`config.mk`:
```
export PLATFORM = sky130hd
export DESIGN_NAME = sensor_power_reset_sequencer
export DESIGN_NICKNAME = d
export VERILOG_FILES = /design/src/seq_pkg.sv /design/src/timer_if.sv /design/src/seq_timer.sv /design/src/sensor_power_reset_sequencer.sv
export VERILOG_INCLUDE_DIRS = /design/src /design/src/src
export SDC_FILE = /design/constraint.sdc
export NUM_CORES = 1
export LEC_CHECK = 0
export ABC_AREA = 1
export CORE_MARGIN = 2
export CORE_UTILIZATION = 58
export CTS_BUF_LIST = sky130_fd_sc_hd__clkbuf_8 sky130_fd_sc_hd__clkbuf_16
export CTS_CLUSTER_DIAMETER = 200
export DETAILED_ROUTE_END_ITERATION = 16
export DONT_BUFFER_PORTS = 1
export PLACE_DENSITY = 0.76
export SLEW_MARGIN = 40
export SYNTH_ARGS = -nofsm -noshare
export SYNTH_HDL_FRONTEND = slang
export SYNTH_SLANG_ARGS = --single-unit
```
`constraint.sdc`:
```
create_clock -name clk_i -period 2.82 [get_ports clk_i]
set_clock_uncertainty 0.2 [all_clocks]
set_input_delay 0.282 -clock clk_i [delete_from_list [all_inputs] [get_ports clk_i]]
set_output_delay 0.282 -clock clk_i [all_outputs]
set_load 0.02 [all_outputs]
```
`src/seq_defs.svh`:
```
`ifndef SEQ_DEFS_SVH
`define SEQ_DEFS_SVH
// Clock period in ns
`define CLK_PERIOD_NS      100
// Rail step spacing, us (within 0..10)
`define RAIL_STEP_US       5
`define RAIL_STEP_CYC      ((`RAIL_STEP_US * 1000) / `CLK_PERIOD_NS)
// Hard reset low time, ms
`define HARD_RESET_MS      1
`define HARD_RESET_CYC     ((`HARD_RESET_MS * 1000000 + `CLK_PERIOD_NS - 1) / `CLK_PERIOD_NS)
// Internal initialisation, in external clock cycles
`define INIT_EXT_CYC       160000
// PLL lock wait, ms
`define PLL_LOCK_MS        1
`define PLL_LOCK_CYC       ((`PLL_LOCK_MS * 1000000 + `CLK_PERIOD_NS - 1) / `CLK_PERIOD_NS)
// Off time between power cycles, ms
`define OFF_TIME_MS        100
`define OFF_TIME_CYC       ((`OFF_TIME_MS * 1000000 + `CLK_PERIOD_NS - 1) / `CLK_PERIOD_NS)
// Default frame time in cycles (about 20 ms)
`define FRAME_CYC          200000
// Rail bit positions in the rail vector
`define RAIL_PLL           0
`define RAIL_ANALOG        1
`define RAIL_IO            2
`define RAIL_CORE          3
`define RAIL_SERIAL        4
`define RAIL_COUNT         5
`endif

```
`src/seq_pkg.sv`:
```
package seq_pkg;
    // Sequencer phases
    typedef enum logic [3:0] {
        ST_OFF,
        ST_RAILS_UP,
        ST_RESET,
        ST_INIT,
        ST_CONFIG,
        ST_PLL_WAIT,
        ST_STREAM_ON,
        ST_STREAMING,
        ST_STREAM_OFF,
        ST_DRAIN,
        ST_RAILS_DOWN,
        ST_COOL
    } seq_state_e;
    // Width of the timer
    typedef logic [31:0] count_t;
endpackage

```
`src/timer_if.sv`:
```
// Load-and-run timer shared between sequencer and its counter
interface timer_if;
    logic          load;   // Start a new count
    seq_pkg::count_t value; // Cycles to wait
    logic          done;   // Count expired (level)
    modport master (output load, output value, input done);
    modport slave  (input load, input value, output done);
endinterface

```
`src/seq_timer.sv`:
```
`include "seq_defs.svh"
module seq_timer (
    input  wire logic clk_i,  // System clock
    input  wire logic rst_i,  // Async reset, high
    timer_if.slave    tmr     // Timer control
);
    import seq_pkg::*;
    count_t cnt_q;  // Remaining cycles
    count_t cnt_d;
    logic   done_q; // Expired flag
    logic   done_d;

    // Next count: load wins, else count down to zero
    always_comb begin
        cnt_d  = cnt_q;
        done_d = done_q;
        if (tmr.load) begin
            cnt_d  = tmr.value;
            done_d = 1'b0;
        end else if (cnt_q > 32'h1) begin
            cnt_d = cnt_q - 32'h1;
        end else begin
            cnt_d  = 32'h0;
            done_d = 1'b1;
        end
    end

    // Register stage
    always_ff @(posedge clk_i or posedge rst_i) begin
        if (rst_i) begin
            cnt_q  <= 32'h0;
            done_q <= 1'b0;
        end else begin
            cnt_q  <= cnt_d;
            done_q <= done_d;
        end
    end

    assign tmr.done = done_q;
endmodule

```
`src/sensor_power_reset_sequencer.sv`:
```
// Overview of operation
// RULE_01: Raise rails PLL, analog, IO, core, serial.
// RULE_02: PLL rail never rises after others.
// RULE_03: Start external clock after last rail.
// RULE_04: Hold reset low at least 1 ms.
// RULE_05: Wait 160000 external clocks after release.
// RULE_06: Program settings during software standby.
// RULE_07: Wait 1 ms PLL lock before streaming.
// RULE_08: Final step writes streaming bit one.
// RULE_09: Power-down starts by clearing streaming bit.
// RULE_10: Device stops after current row/frame.
// RULE_11: Drop rails serial, core, IO, analog, PLL.
// RULE_12: Stay off at least 100 ms.
// RULE_13: Wait one frame before removing supplies.
`include "seq_defs.svh"
module sensor_power_reset_sequencer #(
    parameter int unsigned RAIL_STEP_CYC  = `RAIL_STEP_CYC,  // Rail spacing
    parameter int unsigned HARD_RESET_CYC = `HARD_RESET_CYC, // Reset low
    parameter int unsigned INIT_EXT_CYC   = `INIT_EXT_CYC,   // Init clocks
    parameter int unsigned PLL_LOCK_CYC   = `PLL_LOCK_CYC,   // PLL lock
    parameter int unsigned OFF_TIME_CYC   = `OFF_TIME_CYC,   // Off time
    parameter int unsigned FRAME_CYC      = `FRAME_CYC       // Frame time
) (
    input  wire logic        clk_i,           // System clock, 10 MHz
    input  wire logic        rst_i,           // Async reset, high
    input  wire logic        power_up_i,      // Request power-up (level)
    input  wire logic        power_down_i,    // Request power-down (level)
    input  wire logic        config_done_i,   // Settings programmed (pulse)
    input  wire logic        wr_done_i,       // Register write finished
    input  wire logic        ext_clk_fb_i,    // External clock, async
    output logic [`RAIL_COUNT-1:0] rail_en_o, // Rail enables
    output logic             ext_clk_en_o,    // External clock enable
    output logic             reset_n_o,       // Sensor hard reset, low
    output logic             config_req_o,    // Program PLL/image now
    output logic             wr_req_o,        // Write streaming bit
    output logic             wr_stream_o,     // Value of streaming bit
    output logic             ready_o,         // Streaming active
    output seq_pkg::seq_state_e state_o       // Current phase
);
    import seq_pkg::*;

    seq_state_e state_q, state_d;         // Phase
    logic [`RAIL_COUNT-1:0] rail_q, rail_d; // Rail enables
    logic [2:0] step_q, step_d;           // Rail step index
    logic       clk_en_q, clk_en_d;       // Clock enable
    logic       rstn_q, rstn_d;           // Reset pin
    logic       cfg_q, cfg_d;             // Config request
    logic       wr_q, wr_d;               // Write request
    logic       wval_q, wval_d;           // Write value
    logic       ready_q, ready_d;         // Streaming phase flag
    logic [2:0] ext_sync_q;               // Clock sync + edge history
    count_t     ext_cnt_q, ext_cnt_d;     // External clock edges
    timer_if    tmr ();                   // Shared timer

    seq_timer u_timer (
        .clk_i (clk_i),
        .rst_i (rst_i),
        .tmr   (tmr)
    );

    // Rail index for step n going up; down order is the reverse
    function automatic logic [2:0] up_rail(input logic [2:0] n);
        up_rail = n; // Up order equals bit order
    endfunction

    // Synchroniser for the external clock; stage 0 feeds only stage 1
    always_ff @(posedge clk_i or posedge rst_i) begin
        if (rst_i) begin
            ext_sync_q <= 3'h0;
        end else begin
            ext_sync_q <= {ext_sync_q[1:0], ext_clk_fb_i};
        end
    end
    wire ext_rise = ext_sync_q[1] & ~ext_sync_q[2]; // Rising edge seen

    // Phase and output next values
    always_comb begin
        state_d   = state_q;
        rail_d    = rail_q;
        step_d    = step_q;
        clk_en_d  = clk_en_q;
        rstn_d    = rstn_q;
        cfg_d     = 1'b0;
        wr_d      = 1'b0;
        wval_d    = wval_q;
        ext_cnt_d = ext_cnt_q;
        tmr.load  = 1'b0;
        tmr.value = 32'h0;
        unique case (state_q)
            ST_OFF: begin
                rstn_d = 1'b0; // Reset held low while unpowered
                if (power_up_i) begin
                    rail_d[`RAIL_PLL] = 1'b1; // PLL first, see RULE_02
                    step_d    = 3'h1;
                    tmr.load  = 1'b1;
                    tmr.value = RAIL_STEP_CYC;
                    state_d   = ST_RAILS_UP;
                end
            end
            ST_RAILS_UP: begin
                if (tmr.done) begin
                    if (step_q < 3'(`RAIL_COUNT)) begin
                        rail_d[up_rail(step_q)] = 1'b1; // see RULE_01
                        step_d    = step_q + 3'h1;
                        tmr.load  = 1'b1;
                        tmr.value = RAIL_STEP_CYC;
                    end else begin
                        clk_en_d  = 1'b1; // Rails stable, see RULE_03
                        tmr.load  = 1'b1;
                        tmr.value = HARD_RESET_CYC;
                        state_d   = ST_RESET;
                    end
                end
            end
            ST_RESET: begin
                if (tmr.done) begin
                    rstn_d    = 1'b1; // Held 1 ms, see RULE_04
                    ext_cnt_d = 32'h0;
                    state_d   = ST_INIT;
                end
            end
            ST_INIT: begin
                if (ext_rise) begin
                    ext_cnt_d = ext_cnt_q + 32'h1;
                end
                // Edges synchronised just after release may have risen
                // before it; two spare edges keep the count on the safe side
                if (ext_cnt_q >= INIT_EXT_CYC + 32'h2) begin
                    cfg_d   = 1'b1; // Standby reached, see RULE_05
                    state_d = ST_CONFIG;
                end
            end
            ST_CONFIG: begin
                cfg_d = 1'b1; // Hold until programmed, see RULE_06
                if (config_done_i) begin
                    cfg_d     = 1'b0;
                    tmr.load  = 1'b1;
                    tmr.value = PLL_LOCK_CYC;
                    state_d   = ST_PLL_WAIT;
                end
            end
            ST_PLL_WAIT: begin
                if (tmr.done) begin
                    wr_d    = 1'b1; // Lock time over, see RULE_07
                    wval_d  = 1'b1; // Streaming on, see RULE_08
                    state_d = ST_STREAM_ON;
                end
            end
            ST_STREAM_ON: begin
                wr_d = ~wr_done_i;
                if (wr_done_i) begin
                    state_d = ST_STREAMING;
                end
            end
            ST_STREAMING: begin
                if (power_down_i) begin
                    wr_d    = 1'b1;
                    wval_d  = 1'b0; // Stop first, see RULE_09
                    state_d = ST_STREAM_OFF;
                end
            end
            ST_STREAM_OFF: begin
                wr_d = ~wr_done_i;
                if (wr_done_i) begin
                    tmr.load  = 1'b1;
                    tmr.value = FRAME_CYC; // see RULE_13
                    state_d   = ST_DRAIN;
                end
            end
            ST_DRAIN: begin
                // Covers row or frame completion, see RULE_10
                if (tmr.done) begin
                    rail_d[`RAIL_SERIAL] = 1'b0; // see RULE_11
                    step_d    = 3'(`RAIL_SERIAL);
                    tmr.load  = 1'b1;
                    tmr.value = RAIL_STEP_CYC;
                    state_d   = ST_RAILS_DOWN;
                end
            end
            ST_RAILS_DOWN: begin
                if (tmr.done) begin
                    if (step_q > 3'h0) begin
                        rail_d[up_rail(step_q - 3'h1)] = 1'b0; // see RULE_11
                        step_d    = step_q - 3'h1;
                        tmr.load  = 1'b1;
                        tmr.value = RAIL_STEP_CYC;
                    end else begin
                        clk_en_d  = 1'b0;
                        rstn_d    = 1'b0;
                        tmr.load  = 1'b1;
                        tmr.value = OFF_TIME_CYC; // see RULE_12
                        state_d   = ST_COOL;
                    end
                end
            end
            ST_COOL: begin
                if (tmr.done && !power_up_i) begin
                    state_d = ST_OFF;
                end else if (tmr.done) begin
                    state_d = ST_OFF; // Relaunch from off
                end
            end
        endcase
        // Ready follows the next phase so the output stays a flop
        ready_d = (state_d == ST_STREAMING);
    end

    // Register stage; outputs drive straight from these flops
    always_ff @(posedge clk_i or posedge rst_i) begin
        if (rst_i) begin
            state_q   <= ST_OFF;
            rail_q    <= '0;
            step_q    <= 3'h0;
            clk_en_q  <= 1'b0;
            rstn_q    <= 1'b0;
            cfg_q     <= 1'b0;
            wr_q      <= 1'b0;
            wval_q    <= 1'b0;
            ext_cnt_q <= 32'h0;
            ready_q   <= 1'b0;
        end else begin
            state_q   <= state_d;
            rail_q    <= rail_d;
            step_q    <= step_d;
            clk_en_q  <= clk_en_d;
            rstn_q    <= rstn_d;
            cfg_q     <= cfg_d;
            wr_q      <= wr_d;
            wval_q    <= wval_d;
            ext_cnt_q <= ext_cnt_d;
            ready_q   <= ready_d;
        end
    end

    assign rail_en_o    = rail_q;
    assign ext_clk_en_o = clk_en_q;
    assign reset_n_o    = rstn_q;
    assign config_req_o = cfg_q;
    assign wr_req_o     = wr_q;
    assign wr_stream_o  = wval_q;
    assign ready_o      = ready_q;
    assign state_o      = state_q;

    // PLL rail is up whenever any other rail is up
    a_pll_first: assert property (@(posedge clk_i) disable iff (rst_i) // see RULE_02
        (|rail_q) |-> rail_q[`RAIL_PLL])
        else $error("rail on without PLL rail");
    // Clock only with all rails up, or while rails drop
    a_clk_rails: assert property (@(posedge clk_i) disable iff (rst_i) // see RULE_03
        clk_en_q |-> (&rail_q) || state_q == ST_RAILS_DOWN)
        else $error("clock enabled without rails");
    // Reset release only after reset state
    a_reset_rel: assert property (@(posedge clk_i) disable iff (rst_i) // see RULE_04
        $rose(rstn_q) |-> $past(state_q) == ST_RESET)
        else $error("reset released early");
    // Config request only after init count
    a_init_wait: assert property (@(posedge clk_i) disable iff (rst_i) // see RULE_05
        $rose(cfg_q) |-> ext_cnt_q >= INIT_EXT_CYC)
        else $error("config before init done");
    // Streaming write follows PLL wait
    a_stream_on: assert property (@(posedge clk_i) disable iff (rst_i) // see RULE_07
        $rose(wval_q) |-> $past(state_q) == ST_PLL_WAIT)
        else $error("stream on without PLL wait");
    // Power-down write clears the bit
    a_stream_off: assert property (@(posedge clk_i) disable iff (rst_i) // see RULE_09
        state_q == ST_STREAM_OFF |-> !wval_q)
        else $error("stop write has bit set");
    // Rails drop only after drain
    a_rails_down: assert property (@(posedge clk_i) disable iff (rst_i) // see RULE_13
        $fell(rail_q[`RAIL_SERIAL]) |-> $past(state_q) == ST_DRAIN)
        else $error("rail removed before drain");
    // Off time precedes next power-up
    a_off_time: assert property (@(posedge clk_i) disable iff (rst_i) // see RULE_12
        $rose(rail_q[`RAIL_PLL]) |-> $past(state_q) == ST_OFF)
        else $error("power-up without off time");
endmodule

```
* After elaboration in Yosys (flattened, before gate mapping)
Cells that the tools add are included.
Cells by class: add/sub/neg operators 4, magnitude comparators 8, equality and inequality tests 25, mux-type cells 71, bitwise operators 6, reductions and logical operators 22
Operators by type and width (count):
- two-way mux 32 bit | 6
- case mux 32 bit (6 select lines) | 1
- case mux 32 bit (2 select lines) | 1
- two-way mux 4 bit | 15
- case mux 4 bit (12 select lines) | 1
- adder 32 x 1 -> 32 bit, second input constant | 1
- greater-or-equal comparator 32 x 18 -> 1 bit, second input constant | 1
- greater-than comparator 32 x 1 -> 1 bit, second input constant | 1
- subtractor 32 x 1 -> 32 bit, second input constant | 1
- two-way mux 14 bit | 2
- equality test 4 x 3 -> 1 bit, second input constant | 5
- two-way mux 20 bit | 1
- two-way mux 5 bit | 4
- two-way mux 1 bit | 19
- two-way mux 18 bit | 1
- two-way mux 3 bit | 6
- equality test 4 bit, second input constant | 4
- != test 2 bit, second input constant | 8
- two-way mux 6 bit | 2
- case mux 1 bit (3 select lines) | 4
- case mux 3 bit (4 select lines) | 1
- AND reduction 6 bit | 2
- != test 2 x 1 -> 1 bit, second input constant | 5
- AND reduction 5 bit | 2
- other kinds (28) | 42
Word-level totals: register bits 86, input port bits 7, output and inout bits 15, word-level logic and storage cells 151

* Logic depth before layout (Yosys ltp)
Gate-level depths: netlist of the first run.
depth after elaboration 10, mapped depth 14, gate-level depth less buffers 14

* Modules after synthesis
From an unflattened synthesis of the first run, not the netlist that was laid out.
Second synthesis, totals: cells, all modules 846, area total of the unflattened synthesis 5883.1 µm²
Modules (own cells, without submodules):
- sensor_power_reset_sequencer | times used 1, cells each 544, area each 3672.3 µm², sequential area each 1326.3 µm²
- seq_timer | times used 1, cells each 302, area each 2210.9 µm², sequential area each 825.8 µm²

* Worst setup path before layout of the first run
No wires, ideal clock.
path type reg2reg, from register state_q[2] (netlist: state_o[2]), to register ext_cnt_q[24], library setup time 0.119 ns, arrival time 1.978 ns, data required time 2.501 ns, path slack 0.523 ns, stages on the path, launching flop included 15, path buffers 0, period minus slack after synthesis 2.297 ns, path through dfrtp_1 inv_1 ha_1 inv_2 nor2_8 nand2_2 nand2_2 nand3_1 inv_2 nand2_2 nor2_2 nand2_1 nor2_1 a21oi_1 o21a_1
Between the ends: word-level cells in the longest chain between the ends 3, elaborated cells between the ends (all ways) 7, classes of those cells eq/ne (4); mux (1); reduce/logical (2)
RTL lines:
- from (decl) | RTL line sensor_power_reset_sequencer.sv:42 | seq_state_e state_q, state_d;
- from (signal assigned) | RTL line sensor_power_reset_sequencer.sv:222 | state_q <= state_d;
- equality test 4 x 2 -> 1 bit | RTL line sensor_power_reset_sequencer.sv:89 | unique case (state_q)
- != test 2 bit (no line) (tied with other cells)
- AND reduction 3 bit (no line)
- to (signal assigned) | RTL line sensor_power_reset_sequencer.sv:230 | ext_cnt_q <= ext_cnt_d;
- to (decl) | RTL line sensor_power_reset_sequencer.sv:52 | count_t ext_cnt_q, ext_cnt_d;
Several ways; a longest one is shown, not always the timed one. A chain may end at the register's enable or synchronous reset.

* Final worst setup path of the first run
from register state_q[2] (netlist: state_o[2]), to register ext_cnt_q[17]
The elaborated chain is that of the path after synthesis.

==> results of run 1 <==
-- cell families (layout without fill, tap and decap cells) --
group | after synthesis | after routing | synth area share [%]
xor gates and xnor gates | 24 | 24 | 3.89
buffers and inverters | 127 | 148 | 9.13
adders and majority gates | 10 | 10 | 2.31
AOI/OAI and AO/OA | 108 | 108 | 11.0
DFF | 86 | 86 | 39.8
and+or+nand+nor | 415 | 415 | 33.9
-- cells in the final DEF (no fill, tap or decap), types with 2 or more instances in the layout --
cell type	n
nor4_1	6
or2_2	6
o21ai_0	44
nand2_2	7
dlygate4sd3_1	7
inv_1	109
clkbuf_8	10
inv_2	4
xor2_1	19
nor2_2	4
nand2_1	156
a31oi_1	3
buf_4	12
o31ai_1	4
o211ai_1	4
xnor2_1	5
a211oi_1	4
nand4_1	25
nor2_1	140
bufinv_16	2
o21ai_1	2
ha_1	10
o21a_1	3
nor3_2	3
and3_1	4
nor3_1	22
dfrtp_1	86
nand3_1	35
clkinv_4	3
nand3b_1	2
a21oi_1	39
-- report_power, final --
group | total, mW | switching (mW) | internal [mW]
Clock | 0.989 | 0.467 | 0.522
Sequential | 1.75 | 0.273 | 1.48
Combinational | 1.81 | 1.20 | 0.609
Total | 4.55 | 1.94 | 2.61
-- worst max-delay path: stages, from the launching register on --
cell and delay, ps:
dfrtp_1 400, inv_1 160, ha_1 310, inv_2 100
nor2_8 180, nand2_2 60, nand2_2 100, inv_1 200
nor4_1 390, nand2_1 120, nand2_1 80, nand2_1 40
nor2_1 90
-- worst max-delay path by stage --
stage | slack, ps | startpoint | to
after CTS | 330 | state_o[2]$_DFF_PP0_ | ext_cnt_q[17]$_DFFE_PP0P_
after global routing | 40 | state_o[2]$_DFF_PP0_ | ext_cnt_q[17]$_DFFE_PP0P_
final | 320 | state_o[2]$_DFF_PP0_ | ext_cnt_q[17]$_DFFE_PP0P_
after detailed placement | 360 | state_o[2]$_DFF_PP0_ | ext_cnt_q[17]$_DFFE_PP0P_
after global placement | 400 | state_o[2]$_DFF_PP0_ | ext_cnt_q[17]$_DFFE_PP0P_
after floorplan | 120 | rst_i | config_req_o$_DFF_PP0_
-- layer usage --
metal	routed length [um]	track usage, %	vias to the layer above
met5	0	0	-
met4	243	9.69	0
met3	886	4.37	23
met2	5990	44.4	194
met1	5850	36.8	2327
li1	-	-	2503
-- state kept, by name, indices dropped and copies added (netlist names) --
| name | flops |
|---|---|
| ext_cnt_q | 32 |
| config_req_o | 1 |
| state_o | 4 |
| ext_clk_en_o | 1 |
| ready_o | 1 |
| wr_req_o | 1 |
| u_timer.cnt_q | 32 |
| u_timer.tmr.done | 1 |
| rail_en_o | 5 |
| reset_n_o | 1 |
| wr_stream_o | 1 |
| step_q | 3 |
| ext_sync_q | 3 |
-- layout make-up --
class,count,area [sq um]
fill,822,3280
multi-input combinational,557,2760
sequential,86,2150
inverter,113,429
timing repair buffer,19,160
tap,111,139
clock buffer,10,138
clock inverter,6,86.3
-- metrics by stage --
step / util [%] / worst slack, ps / cells / instance area [sq um]
2_1_floorplan: - / 116 / 770 / 5410
3_3_place_gp: 60.9 / 401 / 879 / 5570
3_5_place_dp: 60.9 / 360 / 879 / 5570
4_1_cts: 64.1 / 328 / 902 / 5870
5_1_grt: 64.1 / 37.7 / 902 / 5870
6_report: 64.1 / 319 / 902 / 5870
-- timing repair --
action,in CTS,in global routing
hold buffers,7,0
endpoints found under the hold margin,60,0
setup buffers,0,0
endpoints found under the setup margin,0,0
==> impl_results.md, run 1 <==
* Ys async rst share at 100%
* Final ANT Viol Nets at 0
* Synth warn at 0
* Row count at 35
* CTS Buffer Depth at 2
* Layout cell share with drive strength beyond 1 at 7.08%
* Die area at 10100 sq um
* Syn_area_per_cell at 7.03 sq um
* Drc violations at 0
* Die Ht at 101 um
* Aggregate negative setup slack at 0 ps
* Worst-Margin Slew at 478 ps
* # port buffers at 0
* Maxcap violations at 0
* WP data required at 2910 ps
* GRT Util Overall at 27.2%
* Crit. End Element: flop
* Min Hold Slack at 84.4 ps
* Syn nets at 787
* Outcome: complete, no violations
* Vias at 5047
* DR vias/cell at 5.60
* Worst vdd ir at 450 uV
* CTS root buffer: clkbuf_8
* Clock sinks at 86
* DRT Wirelength at 13.0 mm
* Final setup violation count at 0
* Most numerous cell in the Yosys netlist: nand2_1
* Total CTS buffers at 9
* Leakage power at 2.93 nW
* Worst r2r path cells at 12
* Global route overflow at 0
* Hold Path End: state_o[0]$_DFF_PP0_
* FMAX at 400 MHz
* Worst Hold Launch: wr_done_i
* Max transition margin at 68.2%
* Post-synth top area share at 39.8%
* Synth unique cells at 39
* Fraction of the yosys area taken by sequential cells at 39.8%
* Hold WC Path Type: in2reg
* Top FF cell, synth: dfrtp_1
* Antenna cells at 0
* Starting density of the core at 59.1%
* Post-synth top cells: nand2_1, nor2_1, inv_1
* Critical path class: reg2reg
* Dominant cell type by area after synthesis: dfrtp_1
* Nets at 803
* RSZ-0062 raised after global routing: no
* Peak fanout along the critical path at 11
* CP Launch Type: flop
* Post_cts resized at 0
* Fin crit share at 88.7%
* Largest net degree at the start of global routing at 52
* Reg-to-Reg End: ext_cnt_q[17]$_DFFE_PP0P_
* Final Wtd Congestion at 0.928
* H-tree levels at 3
* FF+latch count, synth at 86
* Tmin final at 2500 ps
* HPWL after detailed placement at 9.68 mm
* Initial antenna violation count at 0
* Global-route wire length before repair at 22.2 mm
* Post-synthesis cell area at 5410 sq um
* Final Max Slew Viols at 0
* Final Hold Fails at 0
* R2r startpoint: state_o[2]$_DFF_PP0_
* Hold Path Stages at 4
* CTS clock-pin slew for the worst setup and hold paths at 90 ps
* Post-synth EDFFs at 0
* Core Region at 9150 sq um
* Pwr dens at 775 nW/um^2
* Reg2Reg Setup Slack at 320 ps
* Initial DRC count at 299
* Pwr Total at 4.55 mW
* # IOs at 22
* Width of the chip at 101 um
* TritonCTS clock tree: done
* First-pass DRT Iterations at 5
* Clk Latency, worst-skew pair at 360 ps
* Wirelength per Cell at 14.4 um
* Post-Syn Instances at 770
* Vias in the first global route at 4863
* Worst endpoint data arrival time at 2590 ps
* Layout area overhead at 8.46%
* Synth area leaders: dfrtp_1, nand2_1, nor2_1
(Power assumes the default switching activity.)
==> run 2, diff against run 1 <==
--- a/config.mk
+++ b/config.mk
@@ -7,13 +7,15 @@
 export NUM_CORES = 1
 export LEC_CHECK = 0
 export ABC_AREA = 1
+export CELL_PAD_IN_SITES_DETAIL_PLACEMENT = 0
+export CELL_PAD_IN_SITES_GLOBAL_PLACEMENT = 2
 export CORE_MARGIN = 2
-export CORE_UTILIZATION = 58
+export CORE_UTILIZATION = 33
 export CTS_BUF_LIST = sky130_fd_sc_hd__clkbuf_8 sky130_fd_sc_hd__clkbuf_16
 export CTS_CLUSTER_DIAMETER = 200
 export DETAILED_ROUTE_END_ITERATION = 16
 export DONT_BUFFER_PORTS = 1
-export PLACE_DENSITY = 0.76
+export PLACE_DENSITY_LB_ADDON = 0.1
 export SLEW_MARGIN = 40
 export SYNTH_ARGS = -nofsm -noshare
 export SYNTH_HDL_FRONTEND = slang
==> impl_results.md, run 2 (synthesized netlist as in run 1, its figures left out) <==
* GRT Util Overall at 17.9% (-9.3 points)
* Worst vdd ir at 311 uV (-31%)
* Aggregate negative setup slack at 0 ps (unchanged)
* Most frequent cells in the layout: nand2_1, nor2_1, inv_1, dfrtp_1, o21ai_0
* Final Wtd Congestion at 0.857 (-7.7%)
* WP data required at 2890 ps (-20 ps)
* Layout cell share with drive strength beyond 1 at 7.07% (-0.0089 points)
* FMAX at 403 MHz (+0.90%)
* Vias at 4911 (-2.7%)
* Layout area overhead at 11.7%
* Critical path class: reg2reg
* CP max stage delay at 370 ps (-30 ps)
* Post_cts resized at 0 (unchanged)
* CTS Buffer Depth at 2 (unchanged)
* Final Hold Fails at 0 (unchanged)
* Global route overflow at 0 (unchanged)
* Clock sinks at 86 (unchanged)
* Vias in the first global route at 4889 (+0.53%)
* Final Max Slew Viols at 0 (unchanged)
* CTS root buffer: clkbuf_16
* Min Hold Slack at 35.8 ps (-48.6 ps)
* CP top delay family: simple AND/OR/NAND/NOR gates
* Commonest non-fill, non-tap cell in the layout: nand2_1
* Final Worst Setup Slack at 341 ps (+22.4 ps)
* P_sw at 1.99 mW (+2.5%)
* DRT Wirelength at 14.8 mm (+14%)
* Worst endpoint data arrival time at 2550 ps (-40 ps)
* First-pass DRT Iterations at 7 (+2)
* Post-CTS setup buffer count at 0 (unchanged)
* RSZ-0062 raised after global routing: no
* Core Region at 15900 sq um (+74%)
* Max transition margin at 56.5% (-12 points)
* Tmin final at 2480 ps (-22.4 ps)
* Die area at 17400 sq um (+72%)
* Wirelength per Cell at 14.7 um (+2.3%)
* Crit. End Element: flop
* Drc violations at 0 (unchanged)
* Global-route wire length before repair at 25.2 mm (+13%)
* Maxcap violations at 0 (unchanged)
* FILL cells at 1743 (+110%)
* Critical-path top delay cell: dfrtp_1
* Non-filler instance count after layout at 1008 (+12%)
* Design area at 6050 sq um (+3.0%)
* Outcome: complete, no violations
* H-tree levels at 3 (unchanged)
* Leakage power at 2.95 nW (+0.77%)
* Crit-path cells: inv_1 > ha_1 > nand3_2 > nor2_1 > inv_1 > nand4_1 > nor2_1 > a21oi_1 > nand3_1 > nor2_1
* Pint at 2.68 mW (+2.9%)
* Comb power frac at 39.2% (-0.6 points)
* Reg2Reg Setup Slack at 340 ps (+20 ps)
* Core Util, Final at 37.9% (-26 points)
* Most frequent CP cell: nor2_1
* CP Launch Type: flop
* Nets at 805 (+0.25%)
* # port buffers at 0 (unchanged)
* Reg power frac at 37.4% (-1.1 points)
* Die Ht at 132 um (+31%)
* Placed cells at 986 (+12%)
* HPWL after detailed placement at 11.4 mm (+17%)
* Peak fanout along the critical path at 10 (-1)
* Final ANT Viol Nets at 0 (unchanged)
* Pwr Total at 4.67 mW (+2.8%)
* Largest net degree at the start of global routing at 48 (-7.7%)
* Hold buffer count at cts at 7 (unchanged)
* Fin crit share at 87.9% (-0.79 points)
* TritonCTS clock tree: done
* Antenna cells at 0 (unchanged)
* Hold WC Path Type: in2reg
* Final setup violation count at 0 (unchanged)
* DR vias/cell at 4.87 (-13%)
* Starting density of the core at 33.9% (-25 points)
* Worst Path Buf+Inv at 2 (-1)
* Initial antenna violation count at 0 (unchanged)
* Clock power share at 23.4% (+1.7 points)
* # IOs at 22 (unchanged)
* Pwr dens at 773 nW/um^2 (-0.27%)
* Clk Latency, worst-skew pair at 340 ps (-20 ps)
* DP Area at 5720 sq um (+2.6%)
* Total CTS buffers at 9 (unchanged)
* CTS clock-pin slew for the worst setup and hold paths at 60 ps (-30 ps)
* Row count at 46 (+31%)
* Width of the chip at 132 um (+31%)
* Worst-Margin Slew at 653 ps (+175 ps)
* Pre-CTS setup slack at 347 ps (-12.5 ps)
* Sw Share at 42.6% (-0.086 points)
* Initial DRC count at 323 (+8.0%)
[run 2: cell types whose count changed in the layout (fill, tap and decap cells not counted), sizes merged]
cell,previous run,this run
buf,12,14
clkinvlp,0,2
clkinv,4,2
bufinv,2,0
clkbuf,10,9
inv,113,115
[run 2: layer usage]
metal	wire length [um]	track usage (%)
met1	7400	25.2
met2	6720	28.2
met3	497	2.50
met4	208	5.80
met5	0	0
[run 2: area by class of cell]
type / count / area, sq um / share of cell area [%]
well taps: 216 / 270 / 4.47
repair buffers: 21 / 175 / 2.90
flip-flops and latches: 86 / 2150 / 35.6
clock buffers: 9 / 225 / 3.73
inverters: 113 / 427 / 7.06
multi-input cells: 557 / 2760 / 45.7
clock inverters: 6 / 32.5 / 0.538
[run 2: power by group through the flow]
| stage | Sequential, mW | Clock, mW | Combinational, mW |
|---|---|---|---|
| 4_1_cts | 1.75 | 1.14 | 1.85 |
| 3_5_place_dp | 1.77 | 0 | 1.83 |
| 6_report | 1.75 | 1.09 | 1.83 |
| 2_1_floorplan | 1.68 | 0 | 1.44 |
| 3_3_place_gp | 1.77 | 0 | 1.85 |
| 5_1_grt | 1.78 | 1.18 | 2.12 |
[run 2: worst paths after layout]
| path | from | endpoint | cells after the start |
|---|---|---|---|
| min in group asynchronous | rst_i | ext_cnt_q[22]$_DFFE_PP0P_ | 2 |
| max | state_o[2]$_DFF_PP0_ | ready_o$_DFF_PP0_ | 10 |
| min | power_up_i | u_timer.cnt_q[4]$_DFF_PP0_ | 4 |
| min reg2reg | ext_sync_q[0]$_DFF_PP0_ | ext_sync_q[1]$_DFF_PP0_ | 0 |
| max reg2reg | state_o[2]$_DFF_PP0_ | ready_o$_DFF_PP0_ | 10 |
| max in group asynchronous | rst_i | u_timer.cnt_q[16]$_DFF_PP0_ | 3 |
[run 2: worst reg2reg max path, delay by kind of cell, from the launching register on]
kind	cells	cell delay (ps)
AOI/OAI and AO/OA	1	200
adders and majority gates	1	290
buffers and inverters	2	370
DFF	1	370
and+or+nand+nor	6	980
==> run 3, diff against run 2 <==
--- a/config.mk
+++ b/config.mk
@@ -15,6 +15,7 @@
 export CTS_CLUSTER_DIAMETER = 200
 export DETAILED_ROUTE_END_ITERATION = 16
 export DONT_BUFFER_PORTS = 1
+export GPL_TIMING_DRIVEN = 0
 export PLACE_DENSITY_LB_ADDON = 0.1
 export SLEW_MARGIN = 40
 export SYNTH_ARGS = -nofsm -noshare
==> impl_results.md, run 3 (synthesized netlist as in run 1, its figures left out) <==
* Vias in the first global route at 4917 (+0.57%)
* Aggregate negative setup slack at 0 ps (unchanged)
* FILL cells at 1752 (+0.52%)
* Final Hold Fails at 0 (unchanged)
* CP startpoint: state_o[2]$_DFF_PP0_
* Starting density of the core at 33.9% (unchanged)
* Met3 WL post-DR at 532 um (+7.0%)
* H-tree levels at 3 (unchanged)
* DR vias/cell at 4.88 (+0.17%)
* Pre-CTS setup slack at -130 ps (-477 ps)
* Hold Path End: u_timer.cnt_q[11]$_DFF_PP0_
* Worst r2r path cells at 8 (-2)
* HPWL after detailed placement at 11.1 mm (-2.5%)
* CTS clock-pin slew for the worst setup and hold paths at 70 ps (about the same)
* Met2 wire len at 6.69 mm (-0.45%)
* Most frequent cells in the layout: nand2_1, nor2_1, inv_1, dfrtp_1, o21ai_0
* Non-filler instance count after layout at 1009 (+0.099%)
* Final ANT Viol Nets at 0 (unchanged)
* Worst-Margin Slew at 689 ps (+36.0 ps)
* Final setup violation count at 0 (unchanged)
* Worst Hold Launch: wr_done_i
* Clock sinks at 86 (unchanged)
* Wire length on met1 at 7.26 mm (-1.9%)
* Final Worst Setup Slack at 271 ps (-70.1 ps)
* # IOs at 22 (unchanged)
* Pwr dens at 775 nW/um^2 (+0.35%)
* Width of the chip at 132 um (unchanged)
* Worst Path Buf+Inv at 1 (-1)
* Clk Latency, worst-skew pair at 350 ps (about the same)
* Core Util, Final at 38.2% (+0.29 points)
* Initial antenna violation count at 0 (unchanged)
* Initial DRC count at 284 (-12%)
* Hold Path Stages at 2 (-2)
* GRT Util Overall at 17.9% (+0.032 points)
* Wirelength per Cell at 14.5 um (-1.1%)
* WP data required at 2850 ps (-40 ps)
* Global route overflow at 0 (unchanged)
* Largest net degree at the start of global routing at 58 (+21%)
* WP depth at 8 (-2)
* Die Ht at 132 um (unchanged)
* Core Region at 15900 sq um (unchanged)
* Row count at 46 (unchanged)
* Fin crit share at 90.4% (+2.5 points)
* Die area at 17400 sq um (unchanged)
* Crit. End Element: flop
* Reg-to-Reg End: rail_en_o[2]$_DFFE_PP0P_
* CP max stage delay at 500 ps (+130 ps)
* Top routing layer in use: met4
* Final Max Slew Viols at 0 (unchanged)
* Max transition margin at 54.1% (-2.4 points)
* DRT Wirelength at 14.7 mm (-1.0%)
* CP Launch Type: flop
* Total CTS buffers at 9 (unchanged)
* Peak fanout along the critical path at 10 (unchanged)
* Critical path class: reg2reg
* Pwr Total at 4.72 mW (+1.1%)
* Crit-path cells: inv_2 > ha_1 > nand3_2 > nand2_1 > nand4_1 > or2_2 > nor3_1 > o22ai_1
* Maxcap violations at 0 (unchanged)
* RSZ-0062 raised after global routing: no
* First-pass DRT Iterations at 5 (-2)
* Layout cell share with drive strength beyond 1 at 7.57% (+0.50 points)
* Hold WC Path Type: in2reg
* Commonest non-fill, non-tap cell in the layout: nand2_1
* CTS Buffer Depth at 2 (unchanged)
* CTS root buffer: clkbuf_16
* Final Wtd Congestion at 0.842 (-1.7%)
* Global-route wire length before repair at 25.1 mm (-0.14%)
* CP top delay family: simple AND/OR/NAND/NOR gates
* Layout area overhead at 12.6%
* Nets at 806 (+0.12%)
* Placed cells at 987 (+0.10%)
* R2r startpoint: state_o[2]$_DFF_PP0_
* Worst endpoint data arrival time at 2570 ps (+20 ps)
* Worst vdd ir at 294 uV (-5.4%)
* Drc violations at 0 (unchanged)
* Reg2Reg Setup Slack at 270 ps (-70 ps)
* Outcome: complete, no violations
* Critical-path top delay cell: dfrtp_2
* TritonCTS clock tree: done
* Antenna cells at 0 (unchanged)
* Vias at 4924 (+0.26%)
* Tmin final at 2550 ps (+70.1 ps)
* FMAX at 392 MHz (-2.8%)
* # port buffers at 0 (unchanged)
* Leakage power at 2.96 nW (+0.53%)
==> run 3: cell types whose count changed in the layout (fill, tap and decap cells not counted), sizes merged <==
cell,change
clkbuf,+6
buf,-3
clkinvlp,-1
inv,-1
==> run 3: routing by layer <==
metal  track usage, %  vias up
met1             24.7     2301
met5                0        -
met4             5.98        0
li1                 -     2523
met2             28.6       85
met3             2.81       15
==> run 3: power by group <==
| group | switching [mW] | total (mW) | internal (mW) |
|---|---|---|---|
| logic | 1.23 | 1.84 | 0.611 |
| registers | 0.232 | 1.71 | 1.48 |
| clock network | 0.526 | 1.17 | 0.644 |
==> run 3: worst max path at each step <==
stage,end
after global routing,ext_cnt_q[24]$_DFFE_PP0P_
after global placement,state_o[3]$_DFF_PP0_
after CTS,ext_cnt_q[24]$_DFFE_PP0P_
after detailed placement,ext_cnt_q[24]$_DFFE_PP0P_
after floorplan,config_req_o$_DFF_PP0_
final,rail_en_o[2]$_DFFE_PP0P_
==> run 3: layout make-up <==
type	instances	area [sq um]	share of cell area, %
multi-input cells	557	2790	45.8
flip-flops and latches	86	2150	35.4
inverters	113	429	7.04
well taps	216	270	4.44
clock buffers	11	253	4.15
repair buffers	8	97.6	1.60
plain buffers	14	70.1	1.15
clock inverters	4	30.0	0.493
==> run 3: metrics by stage <==
step                cell area (sq um)  hold WS (ps)
detailed placement               5710         -60.6
floorplan                        5410           113
global placement                 5680           113
CTS                              6080          14.2
finish                           6090          13.8
global route                     6090          50.1
==> run 3: timing repair <==
action	CTS	global route
endpoints found under the setup margin	5	17
endpoints found under the hold margin	94	0
cloned	0	0
buffers inserted	0	0
hold buffers	7	0
gates resized for setup	2	5
